$ cat src/core/xcvr_pkg.sv
// constants, types and carriers for the registered octal bus transceiver
// assumes a single 200 MHz system clock and an Avalon-MM register master
package xcvr_pkg;

  localparam int DATA_W = 8;
  localparam int IR_W   = 4;
  localparam int SIG_W  = 2 * DATA_W;
  localparam int BSR_W  = 2 * DATA_W + 2;

  // register byte offsets
  localparam logic [3:0] OFF_CTRL  = 4'h0;
  localparam logic [3:0] OFF_STORE = 4'h4;
  localparam logic [3:0] OFF_SIG   = 4'h8;
  localparam logic [3:0] OFF_TAP   = 4'hC;

  // control register: psa input mask in the low half, rest reads zero
  localparam logic [31:0] CTRL_RST  = 32'h0000_0000;
  localparam logic [31:0] CTRL_MASK = 32'h0000_FFFF;

  // instruction opcodes
  localparam logic [IR_W-1:0] OP_EXTEST   = 4'h0;
  localparam logic [IR_W-1:0] OP_SAMPLE   = 4'h2;
  localparam logic [IR_W-1:0] OP_SELFTEST = 4'h3;
  localparam logic [IR_W-1:0] OP_PSA      = 4'h4;
  localparam logic [IR_W-1:0] OP_PRPG     = 4'h5;
  localparam logic [IR_W-1:0] OP_BYPASS   = 4'hF;
  localparam logic [IR_W-1:0] IR_CAPTURE  = 4'h1;

  localparam logic [SIG_W-1:0] SIG_POLY = 16'hD008;
  localparam logic [SIG_W-1:0] SIG_RST  = 16'h0000;
  localparam logic [SIG_W-1:0] PRPG_RST = 16'hACE1;

  typedef enum logic [3:0] {
    TAP_RESET, TAP_IDLE, TAP_SEL_DR, TAP_CAP_DR, TAP_SHIFT_DR, TAP_EX1_DR,
    TAP_PAUSE_DR, TAP_EX2_DR, TAP_UPD_DR, TAP_SEL_IR, TAP_CAP_IR,
    TAP_SHIFT_IR, TAP_EX1_IR, TAP_PAUSE_IR, TAP_EX2_IR, TAP_UPD_IR
  } tap_state_t;

  typedef struct packed {
    logic              read;
    logic              write;
    logic [3:0]        address;
    logic [31:0]       writedata;
    logic [3:0]        byteenable;
  } avs_req_t;

  typedef struct packed {
    logic [DATA_W-1:0] a;
    logic [DATA_W-1:0] b;
    logic              clk_ab;
    logic              clk_ba;
    logic              sel_ab;
    logic              sel_ba;
    logic              oe_b;
    logic              oe_a_n;
    logic              tck;
    logic              tms;
    logic              tdi;
  } pins_t;

endpackage : xcvr_pkg

$ cat src/core/octal_xcvr.sv
// registered octal bus transceiver with boundary-scan test circuitry
// assumes every pin input is asynchronous to i_clk and resynchronised here;
// capture clocks and tck must stay well below i_clk / 4 to be seen.
module octal_xcvr
  import xcvr_pkg::*;
#(
  parameter int WIDTH = DATA_W
) (
  input  wire logic              i_clk,
  input  wire logic              i_rst_n,
  input  wire logic [WIDTH-1:0]  i_a,
  output logic      [WIDTH-1:0]  o_a,
  output logic                   o_a_oe,
  input  wire logic [WIDTH-1:0]  i_b,
  output logic      [WIDTH-1:0]  o_b,
  output logic                   o_b_oe,
  input  wire logic              i_a_to_b_capture_clock,
  input  wire logic              i_b_to_a_capture_clock,
  input  wire logic              i_a_to_b_source_select,
  input  wire logic              i_b_to_a_source_select,
  input  wire logic              i_b_side_drive_enable,
  input  wire logic              i_a_side_drive_enable_n,
  input  wire logic              i_tck,
  input  wire logic              i_tms,
  input  wire logic              i_tdi,
  output logic                   o_tdo,
  output logic                   o_tdo_oe,
  input  wire avs_req_t          i_avs,
  output logic                   o_avs_waitrequest,
  output logic      [31:0]       o_avs_readdata
);

  if (WIDTH != DATA_W) begin : g_width_check
    $error("octal_xcvr: WIDTH must equal DATA_W");
  end

  typedef struct packed {
    pins_t             s1;
    pins_t             s2;
    logic              clk_ab_prev;
    logic              clk_ba_prev;
    logic              tck_prev;
    logic [DATA_W-1:0] ab_store;
    logic [DATA_W-1:0] ba_store;
    logic [DATA_W-1:0] b_out;
    logic [DATA_W-1:0] a_out;
    logic              b_oe;
    logic              a_oe;
    tap_state_t        tap;
    logic [IR_W-1:0]   ir_shift;
    logic [IR_W-1:0]   ir;
    logic [BSR_W-1:0]  bsr_shift;
    logic [BSR_W-1:0]  bsr_upd;
    logic              byp;
    logic [SIG_W-1:0]  sig;
    logic [SIG_W-1:0]  prpg;
    logic              tdo;
    logic              tdo_oe;
    logic [31:0]       ctrl;
    logic [31:0]       rdata;
    logic              rd_done;
  } state_t;

  localparam state_t STATE_RST = '{
    tap: TAP_RESET, ir: OP_BYPASS, ir_shift: IR_CAPTURE,
    s1: '{oe_a_n: 1'b1, default: '0}, s2: '{oe_a_n: 1'b1, default: '0},
    sig: SIG_RST, prpg: PRPG_RST, ctrl: CTRL_RST, default: '0
  };

  state_t q;
  state_t n;

  // pins go to the test logic only under these opcodes
  function automatic logic is_test(input logic [IR_W-1:0] op);
    return (op == OP_EXTEST) || (op == OP_SELFTEST) ||
           (op == OP_PSA) || (op == OP_PRPG);
  endfunction

  function automatic tap_state_t tap_next(input tap_state_t s,
                                          input logic tms);
    tap_state_t r;
    r = s;
    unique case (s)
      TAP_RESET:    r = tms ? TAP_RESET    : TAP_IDLE;
      TAP_IDLE:     r = tms ? TAP_SEL_DR   : TAP_IDLE;
      TAP_SEL_DR:   r = tms ? TAP_SEL_IR   : TAP_CAP_DR;
      TAP_CAP_DR:   r = tms ? TAP_EX1_DR   : TAP_SHIFT_DR;
      TAP_SHIFT_DR: r = tms ? TAP_EX1_DR   : TAP_SHIFT_DR;
      TAP_EX1_DR:   r = tms ? TAP_UPD_DR   : TAP_PAUSE_DR;
      TAP_PAUSE_DR: r = tms ? TAP_EX2_DR   : TAP_PAUSE_DR;
      TAP_EX2_DR:   r = tms ? TAP_UPD_DR   : TAP_SHIFT_DR;
      TAP_UPD_DR:   r = tms ? TAP_SEL_DR   : TAP_IDLE;
      TAP_SEL_IR:   r = tms ? TAP_RESET    : TAP_CAP_IR;
      TAP_CAP_IR:   r = tms ? TAP_EX1_IR   : TAP_SHIFT_IR;
      TAP_SHIFT_IR: r = tms ? TAP_EX1_IR   : TAP_SHIFT_IR;
      TAP_EX1_IR:   r = tms ? TAP_UPD_IR   : TAP_PAUSE_IR;
      TAP_PAUSE_IR: r = tms ? TAP_EX2_IR   : TAP_PAUSE_IR;
      TAP_EX2_IR:   r = tms ? TAP_UPD_IR   : TAP_SHIFT_IR;
      TAP_UPD_IR:   r = tms ? TAP_SEL_DR   : TAP_IDLE;
    endcase
    return r;
  endfunction

  function automatic logic [SIG_W-1:0] lfsr(input logic [SIG_W-1:0] v);
    return {v[SIG_W-2:0], ^(v & SIG_POLY)};
  endfunction

  logic test_on;
  logic ab_edge;
  logic ba_edge;
  logic tck_rise;
  logic tck_fall;
  logic rd_take;

  assign test_on  = is_test(q.ir);
  assign ab_edge  = q.s2.clk_ab & ~q.clk_ab_prev;
  assign ba_edge  = q.s2.clk_ba & ~q.clk_ba_prev;
  assign tck_rise = q.s2.tck & ~q.tck_prev;
  assign tck_fall = ~q.s2.tck & q.tck_prev;
  assign rd_take  = i_avs.read & ~q.rd_done;

  always_comb begin
    n = q;
    n.s1 = '{a: i_a, b: i_b,
             clk_ab: i_a_to_b_capture_clock,
             clk_ba: i_b_to_a_capture_clock,
             sel_ab: i_a_to_b_source_select,
             sel_ba: i_b_to_a_source_select,
             oe_b: i_b_side_drive_enable,
             oe_a_n: i_a_side_drive_enable_n,
             tck: i_tck, tms: i_tms, tdi: i_tdi};
    n.s2 = q.s1;
    n.clk_ab_prev = q.s2.clk_ab;
    n.clk_ba_prev = q.s2.clk_ba;
    n.tck_prev = q.s2.tck;

    if (!test_on) begin
      // capture A data only on its edge
      if (ab_edge) begin
        n.ab_store = q.s2.a;
      end
      if (ba_edge) begin
        n.ba_store = q.s2.b;
      end
      n.b_out = q.s2.sel_ab ? q.ab_store : q.s2.a;
      n.a_out = q.s2.sel_ba ? q.ba_store : q.s2.b;
      n.b_oe = q.s2.oe_b;
      n.a_oe = ~q.s2.oe_a_n;
    end else begin
      // pins handed to test logic; stores frozen meanwhile
      case (q.ir)
        OP_PRPG: begin
          n.a_out = q.prpg[DATA_W-1:0];
          n.b_out = q.prpg[SIG_W-1:DATA_W];
          n.a_oe = 1'b1;
          n.b_oe = 1'b1;
        end
        OP_PSA: begin
          // inputs are compacted, so nothing may drive them
          n.a_oe = 1'b0;
          n.b_oe = 1'b0;
        end
        default: begin
          n.a_out = q.bsr_upd[DATA_W-1:0];
          n.b_out = q.bsr_upd[SIG_W-1:DATA_W];
          n.a_oe = q.bsr_upd[SIG_W];
          n.b_oe = q.bsr_upd[SIG_W+1];
        end
      endcase
    end

    // tap and test registers stepped on tck rise only; tdo and its enable move on tck fall
    if (tck_rise) begin
      n.tap = tap_next(q.tap, q.s2.tms);
      case (q.tap)
        TAP_RESET: begin
          n.ir = OP_BYPASS;
        end
        TAP_IDLE: begin
          if (q.ir == OP_PSA) begin
            n.sig = lfsr(q.sig) ^ ({q.s2.b, q.s2.a} & ~q.ctrl[SIG_W-1:0]);
          end
          if (q.ir == OP_PRPG) begin
            n.prpg = lfsr(q.prpg);
          end
        end
        TAP_CAP_DR: begin
          n.bsr_shift = (q.ir == OP_SELFTEST) ? q.bsr_upd :
                        {q.s2.oe_b, ~q.s2.oe_a_n, q.s2.b, q.s2.a};
          n.byp = 1'b0;
        end
        TAP_SHIFT_DR: begin
          n.bsr_shift = {q.s2.tdi, q.bsr_shift[BSR_W-1:1]};
          n.byp = q.s2.tdi;
        end
        TAP_UPD_DR: begin
          if (q.ir != OP_BYPASS) begin
            n.bsr_upd = q.bsr_shift;
          end
        end
        TAP_CAP_IR: begin
          n.ir_shift = IR_CAPTURE;
        end
        TAP_SHIFT_IR: begin
          n.ir_shift = {q.s2.tdi, q.ir_shift[IR_W-1:1]};
        end
        TAP_UPD_IR: begin
          n.ir = q.ir_shift;
        end
        default: begin
        end
      endcase
    end

    if (tck_fall) begin
      n.tdo_oe = (q.tap == TAP_SHIFT_IR) || (q.tap == TAP_SHIFT_DR);
      if (q.tap == TAP_SHIFT_IR) begin
        n.tdo = q.ir_shift[0];
      end else if (q.tap == TAP_SHIFT_DR) begin
        n.tdo = (q.ir == OP_BYPASS) ? q.byp : q.bsr_shift[0];
      end
    end

    n.rd_done = rd_take;
    if (rd_take) begin
      unique case (i_avs.address)
        OFF_CTRL:  n.rdata = q.ctrl;
        OFF_STORE: n.rdata = {16'h0000, q.ba_store, q.ab_store};
        OFF_SIG:   n.rdata = {16'h0000, q.sig};
        OFF_TAP:   n.rdata = {23'h000000, test_on, q.ir, q.tap};
        default:   n.rdata = 32'h0000_0000;
      endcase
    end
    if (i_avs.write && i_avs.address == OFF_CTRL) begin
      for (int i = 0; i < 4; i++) begin
        if (i_avs.byteenable[i]) begin
          n.ctrl[8*i +: 8] = i_avs.writedata[8*i +: 8];
        end
      end
      n.ctrl = n.ctrl & CTRL_MASK;
    end
  end

  always_ff @(posedge i_clk or negedge i_rst_n) begin
    if (!i_rst_n) begin
      q <= STATE_RST;
    end else begin
      q <= n;
    end
  end

  assign o_a               = q.a_out;
  assign o_a_oe            = q.a_oe;
  assign o_b               = q.b_out;
  assign o_b_oe            = q.b_oe;
  assign o_tdo             = q.tdo;
  assign o_tdo_oe          = q.tdo_oe;
  assign o_avs_readdata    = q.rdata;
  assign o_avs_waitrequest = rd_take;
endmodule // octal_xcvr

$ cat config.mk
export PLATFORM = sky130hd
export DESIGN_NAME = octal_xcvr
export DESIGN_NICKNAME = d
export VERILOG_FILES = /design/src/core/xcvr_pkg.sv /design/src/core/octal_xcvr.sv
export SDC_FILE = /design/constraint.sdc
export NUM_CORES = 1
export LEC_CHECK = 0
export CAP_MARGIN = 20
export CORE_MARGIN = 1
export CORE_UTILIZATION = 50
export DETAILED_ROUTE_END_ITERATION = 16
export DONT_BUFFER_PORTS = 1
export SETUP_SLACK_MARGIN = 0.02
export SKIP_LAST_GASP = 1
export SLEW_MARGIN = 20
export SYNTH_ARGS = -nofsm -noshare
export SYNTH_HDL_FRONTEND = slang
export SYNTH_SLANG_ARGS = --single-unit
$ cat constraint.sdc
create_clock -name i_clk -period 2.7 [get_ports i_clk]
set_input_delay 0 -clock i_clk [delete_from_list [all_inputs] [get_ports i_clk]]
set_output_delay 0 -clock i_clk [all_outputs]
set_load 0.005 [all_outputs]
# Word-level counts from Yosys, hierarchy flattened
# Cells that the tools add are included.
# op_classes
n_reduce_logical	28
mux	27
n_eq_ne	24
n_bitwise	15
# ops
op	count
16-bit case mux with 4 select lines	1
4-bit case mux with 12 select lines	1
4-bit == test, second input constant	11
18-bit 2-to-1 mux	2
18-bit case mux with 2 select lines	1
16-bit case mux with 2 select lines	1
16-bit XOR reduction	2
4-bit by 3-bit == test with 1-bit output, second input constant	7
16-bit bitwise AND	1
4-bit 2-to-1 mux	4
8-bit 2-to-1 mux	2
16-bit NOT	1
4-bit case mux with 2 select lines	2
2-bit AND reduction	8
16-bit XOR	1
4-bit by 2-bit == test with 1-bit output, second input constant	3
4-bit logical NOT	3
3-bit AND reduction	3
2-bit nonzero test	4
1-bit NOT	7
1-bit 2-to-1 mux	6
2-bit 2-to-1 mux	3
3-bit 2-to-1 mux	2
1-bit bitwise AND	5
9 further kinds	13
# totals
in_bits	69
regBits	219
output_inout_bits	53
word_cells	139

# Longest topological paths before layout
# Gate-level depths: netlist (run 1).
# logic_depth
depth_word	6
ltp_mapped	7

# Least setup slack after synthesis (run 1)
# No wires, ideal clock.
# synth_timing
kind	reg-to-reg
from	reg q[139] (netlist bit)
to	reg q[103] (netlist bit)
path_stages_with_launch	6
setup_slack_ns	0.885
arrival_ns	1.687
period_less_slack_ns	1.815
setup_time_ns	0.128
path_cell_list	dfstp_2 -> buf_2 -> nand4_1 -> nand4_2 -> buf_4 -> mux2_1
# synth_via
elab_chain_cells	2
# synth_rtl
item	line_no	text
start: declaration	octal_xcvr.sv:70	state_t q;
start signal: assignment	octal_xcvr.sv:248	q <= n;
4-bit != test	octal_xcvr.sv:197	if (q.ir != OP_BYPASS) begin
3-bit AND reduction (no line)	-	
# No other way between the ends.
# A chain may end at the register's enable or synchronous reset.

# Final worst setup path (run 1)
# layout_timing
from	reg q[136] (netlist bit)
to	reg q (netlist bit o_avs_readdata[8])
# layout_via
elab_chain_cells	5
elab_cells_between_ends	8
cone_classes	eq/ne (3); mux (1); reduce/logical (4)
# layout_rtl
item	line_no	text
4-bit by 2-bit == test with 1-bit output or 4-bit logical NOT (tied branches)	octal_xcvr.sv:75	return (op == OP_EXTEST) || (op == OP_SELFTEST) ||
1-bit logical OR (2 in series)	octal_xcvr.sv:75	
1-bit logical OR (*)	octal_xcvr.sv:76	(op == OP_PSA) || (op == OP_PRPG);
16-bit case mux with 4 select lines (*)	octal_xcvr.sv:226	unique case (i_avs.address)
# Mark *: on every way between the ends. The rest lies on a longest branch, timed or not.

==> qor.csv, run 1 <==
metric;value;unit
run status;finished with violations;
failing checks;hold timing;
initial antenna violation count;0;
I/O pin count;122;
final WL;20.60;mm
sequential-to-total area share from yosys stat;55.48;%
number of synthesized flops with an enable pin;0;
startpoint class of the critical path;register;
Wirelength per Cell;20.08;um
Slew Limit Fails;0;
fin crit share;87.98;%
Worst setup EP type;register;
Post-Syn Area;9190;sq um
Syn. warnings;0;
P per Cell Area;810.9;nW/um^2
First-pass DRT Iterations;5;
iteration-0 DRC count of the detailed router;334;
Yosys top cell by area;dfrtp_1;
DR vias;5996;
number of max-cap violations;0;
combinational power share;13.9;%
Fin Hold WS;-0.8046;ns
Placer Congestion;0.7876;
Via-to-Cell Ratio;5.844;
Worst-Skew Late Latency;0.50;ns
post-route ant nets;0;
layout cells sized above 1;12.17;%
CTS tree;yes;
critical path peak fanout;17;
Mapped Cells;758;
worst r2r src;q[136];
Worst slew margin;33.33;%
Worst Tran Pin Value;0.9958;ns
GRT Total Usage;22.70;%
Peak VDD IR;0.6236;mV
P_int;0.006248;W
RSZ-0062 raised after global routing;false;
Post-synth top cells;dfrtp_1 (188), nand2_1 (90), mux2_1 (65);
post-route core utilization;58.61;%
I/O Buffers;0;
worst setup path class;register to register;
most common cell in the synthesized netlist;dfrtp_1;
Final Critical Period;2.375;ns
Synth area leaders;dfrtp_1 (51%), mux2_1 (8.0%), dfstp_2 (4.3%);
vias in the first global route;5901;
Critical Path RT;3.08;ns
final hold viol count;204;
hpwl dp;13.65;mm
Sink Count;203;
hold_buf cts;64;
worst hold path type;input port to async pin;
Area Growth Syn to Fin;14.55;%
Setup Skew;0.008456;ns
clk slew on worst S/H paths;0.06;ns
final setup TNS;0;ns
FF+latch area;5099;sq um
DRC viols;0;
Reg2Reg Capture Point;o_avs_readdata[8];
die footprint;18930;sq um
Max clock buf depth;3;
Arr. time, crit path;2.76;ns
die width;137.6;um
worst r2r path cells;6;
Nets;850;
antenna cells;0;
Clk pwr share;39.5;%
Worst path slowest cell;dfstp_2;
core area;17960;sq um
worst-path cell chain;nand2b_4, xnor2_2, nor2_2, buf_4, a41o_1, dlygate4sd3_1;
max frequency;421.0;MHz
Max stage delay on crit path;0.72;ns
dominant synthesized flop cell;dfrtp_1;
GR Overflow Total;0;
reg-to-reg slack, setup;0.32;ns
synth unique cells;57;
Leak;4.641;nW
Die Span Y;137.6;um
Yosys reg bits;203;
share of the synthesized area in the top cell type;51.19;%
NetSw;0.002289;W
clock root cell;clkbuf_16;
FP Rows;49;
syn_area_per_cell;12.12;sq um
H-Tree Depth;1;
Async SR Flop Fraction;100.0;%
starting density of the core;51.16;%
fill count;1423;
area occupied by multi-input gates;3553;sq um
first-pass GRT wire length;32.68;mm
largest net degree at the start of global routing;204;
final setup fails;0;
switching share of power;26.81;%
TritonCTS Buffers;23;
sequential power share;46.7;%
state kept, by name (all words and copies together) (netlist names):
name and cells:
o_tdo_oe 1, o_a 8, o_a_oe 1, o_b 8, o_b_oe 1, o_tdo 1
q 139, o_avs_readdata 16, n 28
worst max path at each step:
| stage | endpoint | start | slack [ns] |
|---|---|---|---|
| after CTS | q[34] | i_avs[38] | 0.12 |
| after global routing | q[88] | q[138] | 0.20 |
| after floorplan | q[103] | q[139] | 0.89 |
| final | o_avs_readdata[8] | q[136] | 0.32 |
| after global placement | q[89] | q[138] | 0.44 |
| after detailed placement | q[83] | q[138] | 0.41 |
layer usage:
layer / part of all wire, % / vias to the layer above / track usage (%)
li1: - / 2717 / -
met1: 44 / 3076 / 31.34
met2: 48 / 171 / 36.68
met3: 5.4 / 32 / 3.679
met4: 2.2 / 0 / 6.960
met5: 0 / - / 0
worst max-delay path: cells and delay by family, from the launching register on:
kind                   cells  cell delay, ns
XOR/XNOR                   1            0.34
AO/OA/AOI/OAI              1            0.25
AND/OR/NAND/NOR            2            0.18
flip-flops                 1            0.72
buffers and inverters      2            0.76
kinds of logic (layout without fill, tap and decap cells):
kind of cell / count (synthesis) / after routing / share of synthesized area, %
compound gates: 166 / 166 / 13.36
xor+xnor: 24 / 24 / 2.369
buf+inv: 101 / 125 / 6.630
flops: 203 / 203 / 55.48
mux: 99 / 99 / 12.84
other cells: 1 / 16 / 0.04080
simple gates: 164 / 164 / 9.285
power groups by stage:
| stage | Sequential (W) | Combinational, W | Clock [W] |
|---|---|---|---|
| 6_report | 0.00398 | 0.00118 | 0.00337 |
| 2_1_floorplan | 0.00371 | 0.00111 | 0 |
| 3_3_place_gp | 0.00401 | 0.00102 | 0 |
| 5_1_grt | 0.00405 | 0.00131 | 0.00357 |
| 3_5_place_dp | 0.00402 | 0.00105 | 0 |
| 4_1_cts | 0.00397 | 0.00118 | 0.00345 |
metrics by stage:
step	setup WS, ns	hold WS, ns	instances	power, W	cell area (sq um)
finish	0.3246	-0.8046	1026	0.008537	10530
global route	0.2006	-0.8283	1026	0.008920	10530
CTS	0.1190	-0.8209	1026	0.008605	10530
detailed placement	0.4067	-0.2883	921	0.005074	9059
global placement	0.4424	-0.2894	921	0.005027	9059
floorplan	0.8851	-0.2956	773	0.004823	9246
placed cells by master, fill, tap and decap left out, types with 7 or more instances in the layout:
cell | Yosys | layout
o21ai_0 | 10 | 10
nor2_1 | 9 | 9
dlygate4sd3_1 | 0 | 63
mux2i_1 | 20 | 20
buf_4 | 52 | 12
clkbuf_16 | 0 | 23
a22oi_1 | 21 | 21
nand2_1 | 90 | 90
a21oi_1 | 28 | 28
dfstp_2 | 15 | 15
inv_1 | 7 | 7
conb_1 | 1 | 16
mux4_2 | 8 | 8
mux2_1 | 65 | 65
o21ai_1 | 24 | 24
a22o_1 | 28 | 28
nor2b_1 | 22 | 22
xnor2_1 | 23 | 23
dfrtp_1 | 188 | 188
a221o_1 | 19 | 19
o221ai_1 | 17 | 17
cell type report:
type,count,share of cell area [%]
timing repair buffer,76,6.965
tap,229,2.722
sequential,203,48.43
multi-input combinational,469,33.75
inverter,8,0.2852
clock inverter,14,2.139
clock buffer,27,5.705
repair_timing:
item	4_1_cts	5_1_grt
endpoints found under the setup margin	0	16
resized for setup	0	1
setup buffers	0	0
endpoints found under the hold margin	260	203
No activity file was read; power rests on OpenSTA's default activity.
==> run 2: changes to the inputs <==
--- a/config.mk
+++ b/config.mk
@@ -5,11 +5,12 @@
 export SDC_FILE = /design/constraint.sdc
 export NUM_CORES = 1
 export LEC_CHECK = 0
+export BUFFER_PORTS_ARGS = -buffer_cell sky130_fd_sc_hd__buf_2
 export CAP_MARGIN = 20
 export CORE_MARGIN = 1
 export CORE_UTILIZATION = 50
 export DETAILED_ROUTE_END_ITERATION = 16
-export DONT_BUFFER_PORTS = 1
+export PLACE_DENSITY = 0.71
 export SETUP_SLACK_MARGIN = 0.02
 export SKIP_LAST_GASP = 1
 export SLEW_MARGIN = 20
==> run 2 against run 1 <==
  * The run still ends with hold timing left
  * Critical path depth decreased by 1
  * Sequential share of layout area decreased by 1.2 points
  * Fmax decreased by 2.0%
  * Core utilization increased by 1.5 points
  * Combinational power increased by 17%
  * Sequential cell count unchanged
  * First-iteration DRC count increased by 40%
  * Die area unchanged
  * Routed wire length increased by 2.1%
  * Critical endpoint is now o_avs_readdata[15]
  * Largest cell class unchanged
  * Highest routed layer unchanged
==> qor.csv, run 2 (synthesis gave the netlist of run 1 again) <==
metric;value;unit;change
number of max-cap violations;0;;unchanged
antenna cells;0;;unchanged
core area;17960;sq um;unchanged
initial antenna violation count;0;;unchanged
Peak VDD IR;0.5982;mV;was 0.6236 mV
Final Critical Period;2.425;ns;was 2.375 ns
Via-to-Cell Ratio;5.814;;was 5.844
Sink Count;203;;unchanged
GRT Total Usage;22.57;%;was 22.70%
clk slew on worst S/H paths;0.06;ns;about the same
P_int;0.006087;W;was 0.006248 W
min-delay src;i_avs[41];;
Worst slew margin;37.45;%;was 33.33%
worst hold path type;input port to register;;was input port to async pin
H-Tree Depth;1;;unchanged
CP delay by family, top;buffers and inverters;;unchanged
met1 usage;30.02;%;was 31.34%
First-pass DRT Iterations;5;;unchanged
WP buf/inv;2;;unchanged
Area Growth Syn to Fin;17.50;%;was 14.55%
Setup Skew;0.01027;ns;was 0.008456 ns
failing checks;hold timing;;unchanged
final setup TNS;0;ns;unchanged
dpl ws;0.3785;ns;was 0.4067 ns
layout cells sized above 1;21.29;%;was 12.17%
Critical Path RT;3.14;ns;was 3.08 ns
combinational power share;16.3;%;was 13.9%
crit-path most repeated cell;dlygate4sd3_1;;
final setup fails;0;;unchanged
Worst path slowest cell;dlygate4sd3_1;;was dfstp_2
switching share of power;27.76;%;was 26.81%
I/O Buffers;87;;was 0
Arr. time, crit path;2.86;ns;was 2.76 ns
starting density of the core;51.16;%;unchanged
Clk pwr share;37.2;%;was 39.5%
Worst Tran Pin Value;0.9343;ns;was 0.9958 ns
iteration-0 DRC count of the detailed router;469;;was 334
critical path depth;5;;was 6
startpoint class of the critical path;register;;unchanged
fill count;1372;;was 1423
Worst setup EP type;register;;unchanged
Worst-Skew Late Latency;0.50;ns;about the same
Reg2Reg Capture Point;o_avs_readdata[15];;was o_avs_readdata[8]
DR vias;6384;;was 5996
met2 usage in global routing;36.99;%;was 36.68%
critical path peak fanout;21;;was 17
worst-path cell chain;nand2b_2, or3_1, dlygate4sd3_1, o21ai_1, dlygate4sd3_1;;was nand2b_4, xnor2_2, nor2_2, buf_4, a41o_1, dlygate4sd3_1
post-CTS setup buffers;0;;unchanged
commonest cells after routing, fill and taps aside;dfrtp_1 (188), nand2_1 (90), buf_2 (86), mux2_1 (65), dlygate4sd3_1 (47);;was dfrtp_1 (188), nand2_1 (90), mux2_1 (65), dlygate4sd3_1 (63)
Critical path origin;q[0];;was q[136]
vias in the first global route;6280;;was 5901
Placer Congestion;0.8620;;was 0.7876
Leak;4.922;nW;was 4.641 nW
first-pass GRT wire length;32.60;mm;was 32.68 mm
run status;finished with violations;;unchanged
GR Overflow Total;0;;unchanged
hpwl dp;14.54;mm;was 13.65 mm
max reg flops;139;;unchanged
final hold viol count;1;;was 204
Wirelength per Cell;19.15;um;was 20.08 um
CTS tree;yes;;unchanged
Top reg by flops;q;;unchanged
sequential power share;46.5;%;was 46.7%
TritonCTS Buffers;22;;was 23
clock root cell;clkbuf_16;;unchanged
Die Span Y;137.6;um;unchanged
Slew Limit Fails;0;;unchanged
area occupied by multi-input gates;3556;sq um;was 3553 sq um
fin crit share;89.81;%;was 87.98%
Nets;922;;was 850
I/O pin count;122;;unchanged
commonest non-fill, non-tap cell in the layout;dfrtp_1;;unchanged
FF+latch area;5099;sq um;unchanged
FP Rows;49;;unchanged
Max clock buf depth;3;;unchanged
worst setup path end;o_avs_readdata[15];;was o_avs_readdata[8]
post-route ant nets;0;;unchanged
largest net degree at the start of global routing;82;;was 204
DRC viols;0;;unchanged
reg-to-reg slack, setup;0.28;ns;was 0.32 ns
Fin Hold WS;-0.009248;ns;was -0.8046 ns
busiest layer in global routing;met2;;unchanged
die footprint;18930;sq um;unchanged
RSZ-0062 raised after global routing;false;;unchanged
Final WS setup;0.2750;ns;was 0.3246 ns
max frequency;412.4;MHz;was 421.0 MHz
worst r2r path cells;5;;was 6
P per Cell Area;780.4;nW/um^2;was 810.9 nW/um^2
die width;137.6;um;unchanged
worst setup path class;register to register;;unchanged
Max stage delay on crit path;0.61;ns;was 0.72 ns
met3 Use GR;3.274;%;was 3.679%
worst r2r src;q[0];;was q[136]
final WL;21.03;mm;was 20.60 mm
NetSw;0.002339;W;was 0.002289 W
hold path cells;3;;
-- run 2: cell types whose count changed in the layout (fill, tap and decap cells not counted), sizes merged --
cell / change
buf: +89
dlygate4sd3: -16
bufinv: -4
clkinv: -4
clkbuf: +10
clkinvlp: -2
dlymetal6s4s: -1
-- run 2: power groups by stage --
stage	Sequential, W	Clock, W	Combinational [W]
after detailed placement	0.00395	0	0.00132
after floorplan	0.00371	0	0.00111
after CTS	0.00390	0.00320	0.00138
final	0.00392	0.00313	0.00138
after global placement	0.00392	0	0.00126
after global routing	0.00396	0.00332	0.00151
-- run 2: layout make-up --
class                           count  share of cell area, %
Sequential cell                   203                  47.22
Tap cell                          229                  2.654
Clock inverter                      4                 0.6489
Multi-Input combinational cell    469                  32.93
Inverter                            8                 0.2781
Timing Repair Buffer              149                  9.745
Clock buffer                       36                  6.524
-- run 2: tightest hold or removal path: stages --
cell,delay (ns)
buf_2,0.08
nand2b_2,0.22
inv_1,0.14
-- run 2: routing by layer --
| layer | routed length (um) | up-vias |
|---|---|---|
| li1 | - | 2853 |
| met4 | 723 | 0 |
| met2 | 10120 | 246 |
| met3 | 1226 | 52 |
| met5 | 0 | - |
| met1 | 8958 | 3233 |
-- run 2: timing repair --
item / CTS / global route
gates resized for setup: 0 / 1
hold buffers: 47 / 0
endpoints found under the setup margin: 0 / 1
hold endpoints to repair: 126 / 0
-- run 2: worst min path at each step --
stage	end	slack, ns
after detailed placement	o_avs_readdata[10]	0.09
after floorplan	n[182]	-0.30
after global routing	q[0]	0.05
final	q[0]	-0.009
after global placement	o_avs_readdata[13]	0.07
after CTS	q[36]	0.07
-- run 2: metrics by stage --
| stage | instance area (sq um) | total power [W] | instances | utilization (%) | hold WS [ns] |
|---|---|---|---|---|---|
| global placement | 9550 | 0.005182 | 1011 | 53.17 | 0.07455 |
| global route | 10800 | 0.008799 | 1098 | 60.11 | 0.05359 |
| detailed placement | 9550 | 0.005269 | 1011 | 53.17 | 0.08941 |
| CTS | 10800 | 0.008480 | 1098 | 60.10 | 0.07161 |
| finish | 10800 | 0.008427 | 1098 | 60.11 | -0.009248 |
| floorplan | 9246 | 0.004823 | 773 | - | -0.2956 |
==> run 3: changes to the inputs <==
--- a/config.mk
+++ b/config.mk
@@ -10,7 +10,7 @@
 export CORE_MARGIN = 1
 export CORE_UTILIZATION = 50
 export DETAILED_ROUTE_END_ITERATION = 16
-export PLACE_DENSITY = 0.71
+export PLACE_DENSITY = 0.76
 export SETUP_SLACK_MARGIN = 0.02
 export SKIP_LAST_GASP = 1
 export SLEW_MARGIN = 20
==> run 3 against run 2 <==
  * The run now ends clean
  * Fmax is 1.2% lower
  * Count of clock-buffer cells in the layout is 5 lower
  * Global-route usage is 0.083 points higher
  * Routed wire length is 1.0% lower
  * First-iteration DRC count is 15% lower
  * Core utilization is 0.091 points lower
  * Sequential cell count stayed put
  * Non-clock buffer count is 1 higher
  * Sequential power hardly changed
  * Final cell count stayed put
  * Highest routed layer unchanged
==> qor.csv, run 3 (synthesis gave the netlist of run 1 again) <==
metric;value;unit;change
run status;complete, no violations;;was finished with violations
post-route ant nets;0;;unchanged
Peak VDD IR;0.7519;mV;was 0.5982 mV
H-Tree Depth;1;;unchanged
I/O pin count;122;;unchanged
hpwl dp;13.88;mm;was 14.54 mm
Wirelength per Cell;18.96;um;was 19.15 um
starting density of the core;51.16;%;unchanged
core area;17960;sq um;unchanged
critical path peak fanout;21;;unchanged
largest net degree at the start of global routing;83;;was 82
TritonCTS Buffers;22;;unchanged
fin crit share;90.90;%;was 89.81%
Setup Skew;0.02124;ns;was 0.01027 ns
Leak;4.860;nW;was 4.922 nW
CTS tree;yes;;unchanged
vias in the first global route;6155;;was 6280
worst r2r src;q[0];;unchanged
RSZ-0062 raised after global routing;false;;unchanged
Nets;923;;was 922
worst hold path type;input port to register;;unchanged
First-pass DRT Iterations;5;;unchanged
dpl cells;1012;;was 1011
Max clock buf depth;3;;unchanged
die footprint;18930;sq um;unchanged
max reg flops;139;;unchanged
GRT Total Usage;22.65;%;was 22.57%
Area Growth Syn to Fin;17.32;%;was 17.50%
P per Cell Area;779.2;nW/um^2;was 780.4 nW/um^2
number of max-cap violations;0;;unchanged
Worst-Skew Late Latency;0.50;ns;about the same
final setup fails;0;;unchanged
layout cells sized above 1;21.29;%;unchanged
antenna cells;0;;unchanged
min-delay src;i_avs[41];;unchanged
Die Span Y;137.6;um;unchanged
GR Overflow Total;0;;unchanged
initial antenna violation count;0;;unchanged
DRC viols;0;;unchanged
I/O Buffers;87;;unchanged
clk slew on worst S/H paths;0.06;ns;about the same
clock root cell;clkbuf_16;;unchanged
Final Critical Period;2.454;ns;was 2.425 ns
final hold viol count;0;;was 1
Worst Tran Pin Value;1.048;ns;was 0.9343 ns
Max stage delay on crit path;0.61;ns;about the same
iteration-0 DRC count of the detailed router;398;;was 469
crit-path most repeated cell;dlygate4sd3_1;;unchanged
Via-to-Cell Ratio;5.644;;was 5.814
Pwr Total;0.008401;W;was 0.008427 W
FP Rows;49;;unchanged
Slew Limit Fails;0;;unchanged
Worst slew margin;29.86;%;was 37.45%
worst setup path class;register to register;;unchanged
Worst setup EP type;register;;unchanged
commonest cells after routing, fill and taps aside;dfrtp_1 (188), nand2_1 (90), buf_2 (86), mux2_1 (65), dlygate4sd3_1 (47);;unchanged
Arr. time, crit path;2.89;ns;was 2.86 ns
Worst path slowest cell;dlygate4sd3_1;;unchanged
Top reg by flops;q;;unchanged
Sink Count;203;;unchanged
Placer Congestion;0.8285;;was 0.8620
die width;137.6;um;unchanged
Critical path origin;q[0];;unchanged
Critical Path RT;3.14;ns;about the same
max frequency;407.4;MHz;was 412.4 MHz
post-route insts no fill;1098;;unchanged
worst-path cell chain;nand2b_2, or3_1, dlygate4sd3_1, o21ai_1, dlygate4sd3_1;;unchanged
startpoint class of the critical path;register;;unchanged
final WL;20.81;mm;was 21.03 mm
final setup TNS;0;ns;unchanged
commonest non-fill, non-tap cell in the layout;dfrtp_1;;unchanged
DR vias;6197;;was 6384
first-pass GRT wire length;32.78;mm;was 32.60 mm
## run 3: changes by cell type in the layout (fill, tap and decap cells not counted)
cell | before | now
clkinv_4 | 0 | 1
clkbuf_8 | 9 | 4
bufinv_16 | 2 | 3
nor4bb_2 | 0 | 1
buf_4 | 13 | 14
clkinvlp_4 | 0 | 2
nor4bb_4 | 1 | 0
## run 3: what timing repair did
action	in CTS	in global routing
resized for setup	0	1
hold endpoints to repair	127	0
buffers inserted	0	0
setup endpoints to repair	0	1
hold buffers	47	0
## run 3: power by group
| group | total, W | switching [W] | internal, W |
|---|---|---|---|
| clock | 0.00311 | 0.00119 | 0.00193 |
| combinational | 0.00138 | 0.000716 | 0.000662 |
| sequential | 0.00391 | 0.000452 | 0.00346 |
## run 3: through the flow
stage | instance area [sq um] | utilization, % | worst slack (ns) | hold slack, ns
4_1_cts | 10780 | 60.01 | 0.06951 | 0.07229
6_report | 10780 | 60.02 | 0.2456 | 0.003770
3_5_place_dp | 9549 | 53.16 | 0.3969 | 0.08703
2_1_floorplan | 9246 | - | 0.8851 | -0.2956
5_1_grt | 10780 | 60.02 | 0.09727 | 0.03954
3_3_place_gp | 9549 | 53.16 | 0.4751 | 0.08600
## run 3: metal layers
layer | up-vias | share of wire, % | track usage [%]
li1 | 2853 | - | -
met1 | 3083 | 43 | 30.63
met2 | 211 | 47 | 35.82
met3 | 50 | 6.3 | 4.121
met4 | 0 | 4.2 | 9.646
met5 | - | 0 | 0
## run 3: path summary, 6_finish.rpt
| check | to | slack, ns | cells past startpoint |
|---|---|---|---|
| worst max register to register | o_avs_readdata[15] | 0.25 | 5 |
| worst max-delay path | o_avs_readdata[15] | 0.25 | 5 |
| worst min register to register | n[184] | 0.35 | 0 |
| min in group asynchronous | q[207] | 0.12 | 2 |
| worst min-delay path | q[0] | 0.004 | 3 |
| max in group asynchronous | n[192] | 1.78 | 3 |
## run 3: cell type report
class	count	area, sq um
Multi-Input combinational cell	469	3547
Timing Repair Buffer	150	1060
Clock buffer	31	635.6
Fill cell	1362	7182
Tap cell	229	286.5
Inverter	8	30.03
Clock inverter	8	123.9
Sequential cell	203	5099
## run 3: worst max-delay path, delay by kind of cell (launching register included)
kind            cells  cell delay, ns
compound gates      1            0.14
buf+inv             2            1.17
flops               1            0.36
simple gates        2            0.72
